File: src/upi_cfg.svh
// Constants for the user panel I/O block: widths, segment positions, resets, timing
`ifndef UPI_CFG_SVH
`define UPI_CFG_SVH

// Panel population
`define UPI_NUM_KEYS        4
`define UPI_NUM_SW          10
`define UPI_NUM_LED         10
`define UPI_NUM_DIGITS      6
`define UPI_NUM_BCLK        3
`define UPI_SEG_W           7
`define UPI_VAL_W           4

// Segment bit positions inside one digit vector
`define UPI_SEG_TOP         0
`define UPI_SEG_UR          1
`define UPI_SEG_LR          2
`define UPI_SEG_BOT         3
`define UPI_SEG_LL          4
`define UPI_SEG_UL          5
`define UPI_SEG_MID         6

// Reset and drive values
`define UPI_SEG_OFF         7'h7F
`define UPI_SEG_ALL_ON      7'h00
`define UPI_LED_RST         10'h000
`define UPI_KEY_SYNC_RST    4'hF

// Timing: core clock period and board clock watchdog window
`define UPI_CLK_PERIOD_NS   5
`define UPI_BCLK_FREQ_MHZ   50
`define UPI_ALIVE_WIN_NS    1000
`define UPI_ALIVE_CYCLES    (`UPI_ALIVE_WIN_NS / `UPI_CLK_PERIOD_NS)

`endif

File: src/upi_pkg.sv
// Types shared by the user panel I/O block
`include "upi_cfg.svh"

package upi_pkg;

    // One displayed digit as the user logic supplies it
    typedef struct packed {
        logic                   blank;   // High blanks the digit
        logic [`UPI_VAL_W-1:0]  value;   // Hex value to show
    } upi_digit_s;

    // All six digits, digit 0 in the low slot
    typedef upi_digit_s [`UPI_NUM_DIGITS-1:0] upi_digit_t;

    // Segment vector, index 0 to 6, active low
    typedef logic [`UPI_SEG_W-1:0] upi_seg_t;

    // Conditioned push-button state, active high
    typedef struct packed {
        logic [`UPI_NUM_KEYS-1:0] held;  // Button is down
        logic [`UPI_NUM_KEYS-1:0] press; // One-cycle pulse on press
        logic [`UPI_NUM_KEYS-1:0] rel;   // One-cycle pulse on release
    } upi_key_s;

endpackage

File: src/upi_seg_decode.sv
// Hex value to active-low seven-segment pattern decoder
`timescale 1ns/100ps
`default_nettype none
`include "upi_cfg.svh"

module upi_seg_decode (
    input  wire logic                  blank,
    input  wire logic [`UPI_VAL_W-1:0] value,
    output upi_pkg::upi_seg_t          seg_n
);
    import upi_pkg::*;

    upi_seg_t seg_on;  // Active-high pattern, bit 0 top .. bit 6 middle

    // Conventional hex glyphs, then inverted for the common anode
    always_comb begin
        case (value)
            4'h0:    seg_on = 7'h3F;
            4'h1:    seg_on = 7'h06;
            4'h2:    seg_on = 7'h5B;
            4'h3:    seg_on = 7'h4F;
            4'h4:    seg_on = 7'h66;
            4'h5:    seg_on = 7'h6D;
            4'h6:    seg_on = 7'h7D;
            4'h7:    seg_on = 7'h07;
            4'h8:    seg_on = 7'h7F;
            4'h9:    seg_on = 7'h6F;
            4'hA:    seg_on = 7'h77;
            4'hB:    seg_on = 7'h7C;
            4'hC:    seg_on = 7'h39;
            4'hD:    seg_on = 7'h5E;
            4'hE:    seg_on = 7'h79;
            4'hF:    seg_on = 7'h71;
            default: seg_on = 7'h00;
        endcase
        // Blank forces every segment high, that is dark
        if (blank) begin
            seg_n = `UPI_SEG_OFF;
        end else begin
            seg_n = ~seg_on;
        end
    end

endmodule
`default_nettype wire

File: src/upi_panel.sv
// Front-panel user I/O: buttons, switches, LEDs, six seven-segment digits
//
// Contract
// Button pin high released, low pressed
// Buttons arrive debounced, no filter needed
// Switches are bouncing level data only
// Switch low when down, high when up
// LED line high lights, low extinguishes
// Segment line low lights, high darkens
// Seven-bit segment vector, indices 0..6
// Six digit outputs in three pairs
// Four 50 MHz board clocks feed logic; this block takes only three, BOARD_CLK_B to BOARD_CLK_D
// Two-flop synchronise switches and buttons
// Decoder maps indices to conventional segments
`timescale 1ns/100ps
`default_nettype none
`include "upi_cfg.svh"

module upi_panel #(
    parameter int NUM_SW       = `UPI_NUM_SW,       // Slide switch count
    parameter int NUM_LED      = `UPI_NUM_LED,      // LED count
    parameter int ALIVE_CYCLES = `UPI_ALIVE_CYCLES  // Board clock watchdog window
) (
    input  wire logic                      CORE_CLK,
    input  wire logic                      RESET,
    input  wire logic [`UPI_NUM_KEYS-1:0]  KEY_PIN_N,
    input  wire logic [NUM_SW-1:0]         SLIDE_SWITCH_IN,
    input  wire logic                      BOARD_CLK_B,
    input  wire logic                      BOARD_CLK_C,
    input  wire logic                      BOARD_CLK_D,
    input  wire logic [NUM_LED-1:0]        LED_VALUE,
    input  wire upi_pkg::upi_digit_t       DIGIT_IN,
    input  wire logic                      LAMP_TEST,
    output var  upi_pkg::upi_key_s         KEY_STATUS,
    output logic [NUM_SW-1:0]              SWITCH_LEVEL,
    output logic [`UPI_NUM_BCLK-1:0]       BOARD_CLK_ALIVE,
    output logic [NUM_LED-1:0]             RED_LED_OUT,
    output upi_pkg::upi_seg_t              SEGMENT_DIGIT_0,
    output upi_pkg::upi_seg_t              SEGMENT_DIGIT_1,
    output upi_pkg::upi_seg_t              SEGMENT_DIGIT_2,
    output upi_pkg::upi_seg_t              SEGMENT_DIGIT_3,
    output upi_pkg::upi_seg_t              SEGMENT_DIGIT_4,
    output upi_pkg::upi_seg_t              SEGMENT_DIGIT_5
);
    import upi_pkg::*;

    // Watchdog counter width and saturation value
    localparam int                 ALIVE_W   = $clog2(ALIVE_CYCLES + 1);
    localparam logic [ALIVE_W-1:0] ALIVE_MAX = ALIVE_W'(ALIVE_CYCLES);

    // ------------------------------------------------------------------
    // Push-buttons
    // ------------------------------------------------------------------
    logic [`UPI_NUM_KEYS-1:0] key_s1_r;    // Synchroniser stage 1
    logic [`UPI_NUM_KEYS-1:0] key_s2_r;    // Synchroniser stage 2
    logic [`UPI_NUM_KEYS-1:0] key_s1_nxt;  // Next stage 1
    logic [`UPI_NUM_KEYS-1:0] key_s2_nxt;  // Next stage 2
    upi_key_s                 key_r;       // Conditioned key state
    upi_key_s                 key_nxt;     // Next key state

    // Buttons are already clean, so only the crossing and edge finding remain
    always_comb begin
        key_s1_nxt    = KEY_PIN_N;
        key_s2_nxt    = key_s1_r;
        key_nxt.held  = ~key_s2_r;
        key_nxt.press = ~key_s2_r & ~key_r.held;
        key_nxt.rel   = key_s2_r & key_r.held;
    end

    // Key registers; pins reset as released
    always_ff @(posedge CORE_CLK) begin
        if (RESET) begin
            key_s1_r <= `UPI_KEY_SYNC_RST;
            key_s2_r <= `UPI_KEY_SYNC_RST;
            key_r    <= '0;
        end else begin
            key_s1_r <= key_s1_nxt;
            key_s2_r <= key_s2_nxt;
            key_r    <= key_nxt;
        end
    end

    assign KEY_STATUS = key_r;

    // ------------------------------------------------------------------
    // Slide switches
    // ------------------------------------------------------------------
    logic [NUM_SW-1:0] sw_s1_r;    // Synchroniser stage 1
    logic [NUM_SW-1:0] sw_s2_r;    // Synchroniser stage 2, the clean level
    logic [NUM_SW-1:0] sw_s1_nxt;  // Next stage 1
    logic [NUM_SW-1:0] sw_s2_nxt;  // Next stage 2

    // Levels pass unchanged: low means down, high means up
    always_comb begin
        sw_s1_nxt = SLIDE_SWITCH_IN;
        sw_s2_nxt = sw_s1_r;
    end

    // Switch synchroniser registers
    always_ff @(posedge CORE_CLK) begin
        if (RESET) begin
            sw_s1_r <= '0;
            sw_s2_r <= '0;
        end else begin
            sw_s1_r <= sw_s1_nxt;
            sw_s2_r <= sw_s2_nxt;
        end
    end

    // Bouncing shows through as a level; no edge is derived here
    assign SWITCH_LEVEL = sw_s2_r;

    // ------------------------------------------------------------------
    // Board clock watchdog, one lane per spare 50 MHz clock
    // ------------------------------------------------------------------
    logic [`UPI_NUM_BCLK-1:0] bclk_pin;    // Raw board clock pins
    logic [`UPI_NUM_BCLK-1:0] bclk_s1_r;   // Synchroniser stage 1
    logic [`UPI_NUM_BCLK-1:0] bclk_s2_r;   // Synchroniser stage 2
    logic [`UPI_NUM_BCLK-1:0] bclk_s3_r;   // Delayed copy for edge detect
    logic [`UPI_NUM_BCLK-1:0] alive_r;     // Clock seen toggling recently
    logic [ALIVE_W-1:0]       cnt_r [`UPI_NUM_BCLK]; // Cycles since last edge

    assign bclk_pin = {BOARD_CLK_D, BOARD_CLK_C, BOARD_CLK_B};

    genvar g;
    generate
        for (g = 0; g < `UPI_NUM_BCLK; g++) begin : g_bclk
            logic               s1_nxt;     // Next stage 1
            logic               s2_nxt;     // Next stage 2
            logic               s3_nxt;     // Next delayed copy
            logic               alive_nxt;  // Next alive flag
            logic [ALIVE_W-1:0] cnt_nxt;    // Next counter

            // Restart the window on any edge, saturate when none arrives
            always_comb begin
                s1_nxt = bclk_pin[g];
                s2_nxt = bclk_s1_r[g];
                s3_nxt = bclk_s2_r[g];
                if (bclk_s2_r[g] != bclk_s3_r[g]) begin
                    cnt_nxt = '0;
                end else if (cnt_r[g] == ALIVE_MAX) begin
                    cnt_nxt = cnt_r[g];
                end else begin
                    cnt_nxt = cnt_r[g] + ALIVE_W'(1);
                end
                alive_nxt = (cnt_nxt != ALIVE_MAX);
            end

            // Watchdog registers; a lane reads dead until edges appear
            always_ff @(posedge CORE_CLK) begin
                if (RESET) begin
                    bclk_s1_r[g] <= 1'b0;
                    bclk_s2_r[g] <= 1'b0;
                    bclk_s3_r[g] <= 1'b0;
                    cnt_r[g]     <= ALIVE_MAX;
                    alive_r[g]   <= 1'b0;
                end else begin
                    bclk_s1_r[g] <= s1_nxt;
                    bclk_s2_r[g] <= s2_nxt;
                    bclk_s3_r[g] <= s3_nxt;
                    cnt_r[g]     <= cnt_nxt;
                    alive_r[g]   <= alive_nxt;
                end
            end
        end
    endgenerate

    assign BOARD_CLK_ALIVE = alive_r;

    // ------------------------------------------------------------------
    // LEDs
    // ------------------------------------------------------------------
    logic [NUM_LED-1:0] led_r;    // Registered LED drive
    logic [NUM_LED-1:0] led_nxt;  // Next LED drive

    // Each line independent; high lights, lamp test lights all
    always_comb begin
        if (LAMP_TEST) begin
            led_nxt = '1;
        end else begin
            led_nxt = LED_VALUE;
        end
    end

    // LED register, dark after reset
    always_ff @(posedge CORE_CLK) begin
        if (RESET) begin
            led_r <= NUM_LED'(`UPI_LED_RST);
        end else begin
            led_r <= led_nxt;
        end
    end

    assign RED_LED_OUT = led_r;

    // ------------------------------------------------------------------
    // Seven-segment digits
    // ------------------------------------------------------------------
    upi_seg_t seg_dec [`UPI_NUM_DIGITS];  // Decoder outputs, active low
    upi_seg_t seg_nxt [`UPI_NUM_DIGITS];  // Next segment drive
    upi_seg_t seg_r   [`UPI_NUM_DIGITS];  // Registered segment drive

    genvar d;
    generate
        for (d = 0; d < `UPI_NUM_DIGITS; d++) begin : g_digit
            // Per-digit glyph decode
            upi_seg_decode u_dec (
                .blank (DIGIT_IN[d].blank),
                .value (DIGIT_IN[d].value),
                .seg_n (seg_dec[d])
            );

            // Lamp test pulls every segment low, which lights it
            always_comb begin
                if (LAMP_TEST) begin
                    seg_nxt[d] = `UPI_SEG_ALL_ON;
                end else begin
                    seg_nxt[d] = seg_dec[d];
                end
            end

            // Segment register, all dark after reset
            always_ff @(posedge CORE_CLK) begin
                if (RESET) begin
                    seg_r[d] <= `UPI_SEG_OFF;
                end else begin
                    seg_r[d] <= seg_nxt[d];
                end
            end
        end
    endgenerate

    // Three adjacent pairs: 1:0, 3:2, 5:4
    assign SEGMENT_DIGIT_0 = seg_r[0];
    assign SEGMENT_DIGIT_1 = seg_r[1];
    assign SEGMENT_DIGIT_2 = seg_r[2];
    assign SEGMENT_DIGIT_3 = seg_r[3];
    assign SEGMENT_DIGIT_4 = seg_r[4];
    assign SEGMENT_DIGIT_5 = seg_r[5];

endmodule
`default_nettype wire

File: config.mk
export PLATFORM = sky130hd
export DESIGN_NAME = upi_panel
export DESIGN_NICKNAME = d
export VERILOG_FILES = /design/src/upi_pkg.sv /design/src/upi_seg_decode.sv /design/src/upi_panel.sv
export VERILOG_INCLUDE_DIRS = /design/src
export SDC_FILE = /design/constraint.sdc
export NUM_CORES = 1
export LEC_CHECK = 0
export BUFFER_PORTS_ARGS = -buffer_cell sky130_fd_sc_hd__buf_2
export CAP_MARGIN = 30
export CORE_UTILIZATION = 60
export CTS_BUF_LIST = sky130_fd_sc_hd__clkbuf_4
export DETAILED_ROUTE_END_ITERATION = 10
export PLACE_DENSITY_LB_ADDON = 0.1
export RECOVER_POWER = 100
export SETUP_SLACK_MARGIN = 0.05
export SYNTH_ARGS = -nofsm -noshare
export SYNTH_HDL_FRONTEND = slang
export SYNTH_SLANG_ARGS = --single-unit
export TNS_END_PERCENT = 1
File: constraint.sdc
create_clock -name CORE_CLK -period 4.3 [get_ports CORE_CLK]
set_input_delay 0.86 -clock CORE_CLK [delete_from_list [all_inputs] [get_ports CORE_CLK]]
set_output_delay 0.86 -clock CORE_CLK [all_outputs]
set_load 0.01 [all_outputs]
---- After elaboration in Yosys (flattened, before gate mapping) ----
Memory sizes are Yosys's and may differ from the RTL's.
Cells that the tools add are included.
cells by class
  $add $sub $neg .......................... 3
  equal/unequal tests ..................... 9
  bitwise gates (word level) .............. 19
  mux-type cells .......................... 31
operator list
  kind                                                            number
  7-bit two-way mux                                               18
  8-bit two-way mux                                               9
  7-bit NOT                                                       6
  8-bit by 1-bit adder with 8-bit output (second input constant)  3
  8-bit == test (second input constant)                           3
  8-bit != test (second input constant)                           3
  10-bit two-way mux                                              1
  1-bit OR                                                        9
  4-bit bitwise AND                                               2
  4-bit NOT                                                       2
  1-bit two-way mux                                               3
  1-bit != test                                                   3
storage, ports and cells
  memory bits (read-only) ................. 672
  input bits .............................. 60
  memory bits (writable) .................. 66
  output and inout port bits .............. 77
  register bits ........................... 62
  word-level logic and storage cells ...... 90
  memories kept ........................... 8
memory list
  name             depth  width  read ports  clocked after Yosys merged registers in  wr ports  RTL line              text
  (no name shown)  16     7      1           0                                        0         upi_seg_decode.sv:17  case (value)
  (no name shown)  16     7      1           0                                        0         upi_seg_decode.sv:17
  (no name shown)  16     7      1           0                                        0         upi_seg_decode.sv:17
  (no name shown)  16     7      1           0                                        0         upi_seg_decode.sv:17
  (no name shown)  16     7      1           0                                        0         upi_seg_decode.sv:17
  (no name shown)  16     7      1           0                                        0         upi_seg_decode.sv:17
  +2 memories      --     --     --          --                                       --        --

---- Logic depth before layout (Yosys ltp) ----
Gate-level depths: netlist of run 1.
An unclocked memory read counts as a cell.
  depth after elaboration ................. 5
  gate-level depth with buffers ........... 8
  mapped depth without buffers ............ 7

---- Cells and area by module ----
From an unflattened synthesis of run 1, not the netlist that was laid out.
unflattened totals
  cell total of the unflattened synthesis .. 606
  area, all modules ....................... 5893.2 um^2
by module, submodules not included
  module                                 instances  sequential area each (um^2)  area an instance (um^2)  cells an instance
  upi_panel                              1          2562.5                       4286.6                   402
  upi_seg_decode (g_digit[1].u_dec ...)  5          0.0                          264.0                    33
  upi_seg_decode (g_digit[0].u_dec)      1          0.0                          286.5                    39

---- Worst setup path before layout of run 1 ----
No wires, ideal clock.
  path type ............................... input-to-reg
  start ................................... input DIGIT_IN[0] in the netlist's numbering
  end ..................................... memory seg_r[0][3] in the netlist's numbering
  data arrival time ....................... 1.845 ns
  slack ................................... 2.338 ns
  library setup time ...................... 0.117 ns
  required time ........................... 4.183 ns
  path buffers ............................ 0
  cell stages on the path ................. 6
  path through ............................ inv_1 > ha_1 > inv_1 > mux4_2 > o21ai_0 > nand2b_1
RTL lines
  item         RTL line          text
  from (decl)  upi_panel.sv:32   input wire upi_pkg::upi_digit_t DIGIT_IN,
  to (decl)    upi_panel.sv:201  upi_seg_t seg_r [`UPI_NUM_DIGITS];

==> impl_metrics.yaml, run 1 <==
critical_path:
  crit_arrival_ns: 2.97
  worstSetupEndpointType: "register"
  crit_path_max_incr_delay_ns: 1.19
  start_kind: "input pin"
  regToRegStartpoint: "cnt_r[1][0]"
  cp_num_buf_inv: 2
  reg2reg_slack_ns: 2.32
  setup.worst_path.class: "input pin to register"
  worstRegToRegCells: 7
  r2r_end: "BOARD_CLK_ALIVE[1]"
  startpoint: "RESET"
  crit_family: "buffers and inverters"
  worstPathMaxFanout: 98
  crit_chain: "clkbuf_2 -> clkbuf_1 -> o21bai_1"
  crit_required_ns: 4.74
  cpMaxStageDelayCell: "clkbuf_2"
sta:
  rsz0062_at_grt: "no"
  finalSetupViolCount: 0
  setup_tns_ns: 0
  relSlewSlack_pct: -11.6
  slew_violations: 99
  skew_ns: 0.0270
  hold_viol_final: 0
  tightestPinTransition_ns: 1.67
  min_period_over_period_pct: 59.0
  fmax_mhz: 394
  layout_setup_ws_ns: 1.76
  final.min_clock_period_ns: 2.54
  whs_ns: 0.411
flow_run:
  drv_cap: 1
layout:
  multi_input_area_um2: 2890
  n_antenna_cell: 0
  final_core_util_pct: 71.9
  area_delta_synth_final_pct: 16.2
  num-fill-cells: 753
  ff_latch_area_um2: 2560
  nNetsFinal: 833
  drive_gt1_share_pct: 16.0
synth:
  synth-main-ff-cell: "dfxtp_1"
  synthArstFlopShare_pct: 0
  syn_inst: 606
  syn_area_um2: 5720
  yosysMostFrequentCell: "dfxtp_1"
  synth_compound_area_share_pct: 15.1
  synth_edf_count: 0
  synth_top_area_share_pct: 44.8
  yosys.cell_types.count: 44
  synth_xor_area_share_pct: 3.52
  synth.area.top_cells: "dfxtp_1 45%, ha_1 9.2%, o21bai_1 5.6%"
  avgSynthCellArea_um2: 9.44
  ys_ff_latch: 128
  yosys-top-cells-count: "128 x dfxtp_1, 72 x nor2_1, 44 x nor2b_1, 43 x o21bai_1, 42 x ha_1"
  synth_top_family_by_area: "simple AND/OR/NAND/NOR gates"
  ys_warn_count: 0
  synthAdderAreaFrac_pct: 9.19
  synthMuxAreaShare_pct: 4.31
  synth_fp_nets: 708
  ys_seq_area_share_pct: 44.8
  synthSimpleGateAreaFrac_pct: 18.7
  synth_top_area_cell: "dfxtp_1"
global_route:
  grt_overflow: 0
  antenna_found_initial: 0
  grt_max_degree: 99
  grt_pass1_vias: 4272
  track_usage_pct: 23.2
  grt_pass1_wl_mm: 18.3
clock_network:
  cts_hold_buf: 0
  clockBufferDepth: 2
  cts-root-buf: "clkbuf_4"
  clk_transition_reported_paths_ns: 0.14
  worstSkewPairLatency_ns: 0.53
  cts_made_buffers: 17
  post_cts_buffers: 0
  cts_tree: "yes"
  cts_resized: 0
  clkSinkCount: 128
  htree_levels: 4
pwr:
  p_leak_nw: 2.91
  seqPwrFrac_pct: 49.6
  total_power_mw: 2.66
  cellPowerDensity_nw_per_um2: 400
  swShare_pct: 29.1
  p_int_mw: 1.88
  pwr-share-clk_pct: 33.5
  vdd_drop_max_mv: 0.181
  pwr-share-comb_pct: 16.9
  p_switching_mw: 0.771
floorplanning:
  initial_core_util_pct: 61.9
  die-area_um2: 9930
  fp.dieW_um: 99.6
  core-area_um2: 9240
  rows: 35
  ioPinCount: 137
  die_height_um: 99.6
detailed_routing:
  drc: 0
  drt-wirelength-per-cell_um: 12.8
  drt-total-wl_mm: 11.2
  drt-pass1-iter-count: 4
  num_vias: 4552
  postRouteAntennaNets: 0
  avgViaCountPerCell: 5.21
  drt_iter0_markers: 134
min_path:
  hold_depth: 1
  min_to: "KEY_STATUS[8]"
  min_path_type: "register to register"
  hp-start: "key_s2_r[0]"
status:
  outcome: "complete, but fails checks"
  violations: "max-capacitance violations, max-slew violations"
place:
  portBuffers: 136
  globalplace.congestion: 0.845
  place_hpwl_mm: 7.95
  pre_cts_slack_ns: 2.10
==> power groups by stage <==
stage               clock (mW)  combinational, mW  sequential [mW]
global placement             0              0.445             1.34
detailed placement           0              0.465             1.34
finish                   0.889              0.449             1.32
CTS                      0.912              0.469             1.32
global route             0.967              0.503             1.33
floorplan                    0              0.306             1.36
==> logic make-up after synthesis <==
logic type	Yosys count
fa+ha+maj	42
mux	17
simple gates	212
compound gates	119
xor+xnor	23
buf+inv	65
flops	128
==> state kept, by name, summed over array words and instances, names as in the netlist <==
name,flops
SWITCH_LEVEL,10
sw_s1_r,10
g_bclk.s3_nxt,3
BOARD_CLK_ALIVE,3
key_s2_r,4
KEY_STATUS,12
g_bclk.s2_nxt,3
bclk_s3_r,3
seg_r,42
cnt_r,24
RED_LED_OUT,10
key_s1_r,4
==> cells in the final DEF (no fill, tap or decap), types with 4 or more instances in the layout <==
cell type	n
a21oi_1	10
mux2i_1	10
nand4_1	4
a211oi_1	15
nor2_1	72
nor2b_1	44
a31o_2	6
nand3_1	13
and3_1	7
o32ai_1	6
ha_1	42
nor3_1	14
or2_2	13
buf_2	58
clkbuf_4	18
inv_1	34
o21ai_0	16
mux4_2	6
nand2b_1	7
xor2_1	14
a221oi_1	10
clkbuf_1	78
inv_6	4
o21bai_1	43
nand2_1	30
dfxtp_1	128
xnor2_1	9
==> how the worst max path moves through the flow <==
| stage | end | slack (ns) | cells after the start |
|---|---|---|---|
| 2_1_floorplan | seg_r[0][3] | 2.34 | 6 |
| 3_3_place_gp | seg_r[0][3] | 2.15 | 7 |
| 3_5_place_dp | seg_r[0][3] | 2.10 | 7 |
| 4_1_cts | KEY_STATUS[8] | 2.34 | 1 |
| 5_1_grt | seg_r[4][4] | 1.56 | 3 |
| 6_report | seg_r[1][0] | 1.76 | 3 |
==> cell type report <==
cell class	instances	area share (%)
tap	129	2.43
clock inverter	14	2.71
inverter	34	1.92
multi-input combinational	413	43.5
timing repair buffer	137	8.85
sequential	128	38.6
clock buffer	18	2.03
==> per-layer routing <==
layer,track usage (%),up-vias,routed length [µm],part of all wire [%]
met1,26.4,2098,4990,45
met4,10.7,0,240,2.1
met2,40.2,123,5470,49
li1,-,2311,-,-
met5,0,-,0,0
met3,6.68,20,491,4.4
==> worst reg2reg max path, stage by stage (launching register included) <==
cell and delay (ns):
dfxtp_1 0.47, inv_1 0.08, ha_1 0.20, and4bb_1 0.19
nand4b_1 0.23, mux2i_1 0.32, and3_1 0.23, a31oi_1 0.08
==> per-stage QoR <==
| step | cell area, µm² | std cells |
|---|---|---|
| after floorplan | 5720 | 606 |
| after global placement | 6450 | 841 |
| after detailed placement | 6450 | 841 |
| after CTS | 6760 | 873 |
| after global routing | 6650 | 873 |
| final | 6650 | 873 |
(Power assumes the default switching activity.)
==> run 2: changes to the inputs <==
- CORE_UTILIZATION: 60 -> 50
- clock period: 4.3 -> 2.3 ns (I/O delays scaled with it)
==> run 2 against run 1 <==
Against the previous run:
- the flow now finishes without violations
- clock power is 63% higher
- routed wire length rose by 4.2%
- via count rose by 0.18%
- non-clock buffer count is 4 higher
- register-to-register slack got worse by 1.8 ns
- first-iteration DRC count up 9.0%
- worst hold slack got worse by 0.30 ns
- clock-buffer cell count shrank 1
- global-route usage is 3.4 points lower
==> impl_metrics.yaml, run 2 (same netlist as run 1, synthesis figures left out) <==
status:
  outcome: "finished, final reports clean"
critical_path:
  worstRegToRegCells: 7
  start_kind: "register"
  crit_arrival_ns: 2.19
  worstSetupEndpointType: "register"
  r2r_end: "BOARD_CLK_ALIVE[1]"
  regToRegStartpoint: "cnt_r[1][0]"
  setup.worst_path.class: "register to register"
  crit_required_ns: 2.68
  worstPathMaxFanout: 8
  startpoint: "cnt_r[1][0]"
  reg2reg_slack_ns: 0.48
sta:
  final.min_clock_period_ns: 1.82
  fmax_mhz: 551
  min_period_over_period_pct: 78.9
  setup_tns_ns: 0
  slew_violations: 0
  tightestPinTransition_ns: 0.973
  layout_setup_ws_ns: 0.485
  finalSetupViolCount: 0
  rsz0062_at_grt: "no"
  hold_viol_final: 0
  relSlewSlack_pct: 35.1
  skew_ns: 0.0118
  whs_ns: 0.114
layout:
  postLayoutCellArea_um2: 6650
  final_core_util_pct: 60.5
  largest_reg_flops: 42
  largest-register: "seg_r"
  mostFrequentLayoutCells: "128 x dfxtp_1, 79 x clkbuf_1, 72 x nor2_1"
  area_delta_synth_final_pct: 16.2
  layout_commonest_cell: "dfxtp_1"
  n_antenna_cell: 0
  nNetsFinal: 837
  fin_cells: 887
  drive_gt1_share_pct: 15.9
global_route:
  grt_overflow: 0
  grt_pass1_vias: 4135
  track_usage_pct: 19.8
  antenna_found_initial: 0
  grt_pass1_wl_mm: 18.4
  grt_max_degree: 55
clock_network:
  cts_hold_buf: 0
  htree_levels: 4
  clk_transition_reported_paths_ns: 0.11
  cts-root-buf: "clkbuf_4"
  post_cts_buffers: 0
  worstSkewPairLatency_ns: 0.53
  cts_tree: "yes"
  clkSinkCount: 128
  clockBufferDepth: 2
  cts_resized: 0
  cts_made_buffers: 17
detailed_routing:
  avgViaCountPerCell: 5.14
  drt_iter0_markers: 146
  num_vias: 4560
  postRouteAntennaNets: 0
  drt-pass1-iter-count: 5
  drt-total-wl_mm: 11.7
  drt-wirelength-per-cell_um: 13.1
  drc: 0
floorplanning:
  fp.dieW_um: 109
  initial_core_util_pct: 52.1
  rows: 38
  die-area_um2: 11900
  die_height_um: 109
  ioPinCount: 137
  core-area_um2: 11000
pwr:
  cellPowerDensity_nw_per_um2: 716
  vdd_drop_max_mv: 0.415
  total_power_mw: 4.76
  p_leak_nw: 2.88
min_path:
  hp-start: "KEY_PIN_N[3]"
  min_path_type: "input pin to register"
  hold_depth: 2
  min_to: "key_s1_r[3]"
place:
  place_hpwl_mm: 8.44
  globalplace.congestion: 0.857
  portBuffers: 136
  pre_cts_slack_ns: 0.471
  place_area_um2: 6490
  placedCellCount: 856
flow_run:
  drv_cap: 0
run 2: cell count changes in the layout (fill, tap and decap cells not counted), sizes merged:
cell      previous run  this run
clkinvlp             1         5
clkbuf              97        98
clkinv               5         7
buf                 58        60
bufinv               3         2
inv                 39        34
run 2: layout make-up:
class | count | area, µm²
fill | 1006 | 4340
multi-input combinational | 413 | 2900
inverter | 34 | 128
clock inverter | 14 | 145
sequential | 128 | 2560
tap | 140 | 175
clock buffer | 17 | 128
timing repair buffer | 141 | 612
run 2: routing by layer:
metal	routed length [µm]	part of all wire (%)	track usage (%)
met1	5100	44	22.8
met2	5660	49	33.1
met3	777	6.7	7.17
met4	115	0.99	8.01
met5	0	0	0
run 2: worst max path at each step:
stage,to,depth (start not counted)
floorplan,BOARD_CLK_ALIVE[0],7
global placement,seg_r[0][3],7
detailed placement,seg_r[0][3],7
CTS,BOARD_CLK_ALIVE[2],6
global route,BOARD_CLK_ALIVE[2],6
finish,BOARD_CLK_ALIVE[1],7
run 2: critical path, stage by stage, from the launching register on:
cell and delay (ns):
dfxtp_1 0.47, inv_1 0.08, ha_1 0.19, and4bb_1 0.18, nand4b_1 0.22, mux2i_1 0.25
and3_1 0.19, a31oi_1 0.08
run 2: where the power goes:
part           internal (mW)  total, mW  switching [mW]
Combinational          0.361      0.840           0.478
Clock                  0.632       1.45           0.822
Sequential              2.37       2.46          0.0938
Total                   3.36       4.76            1.39
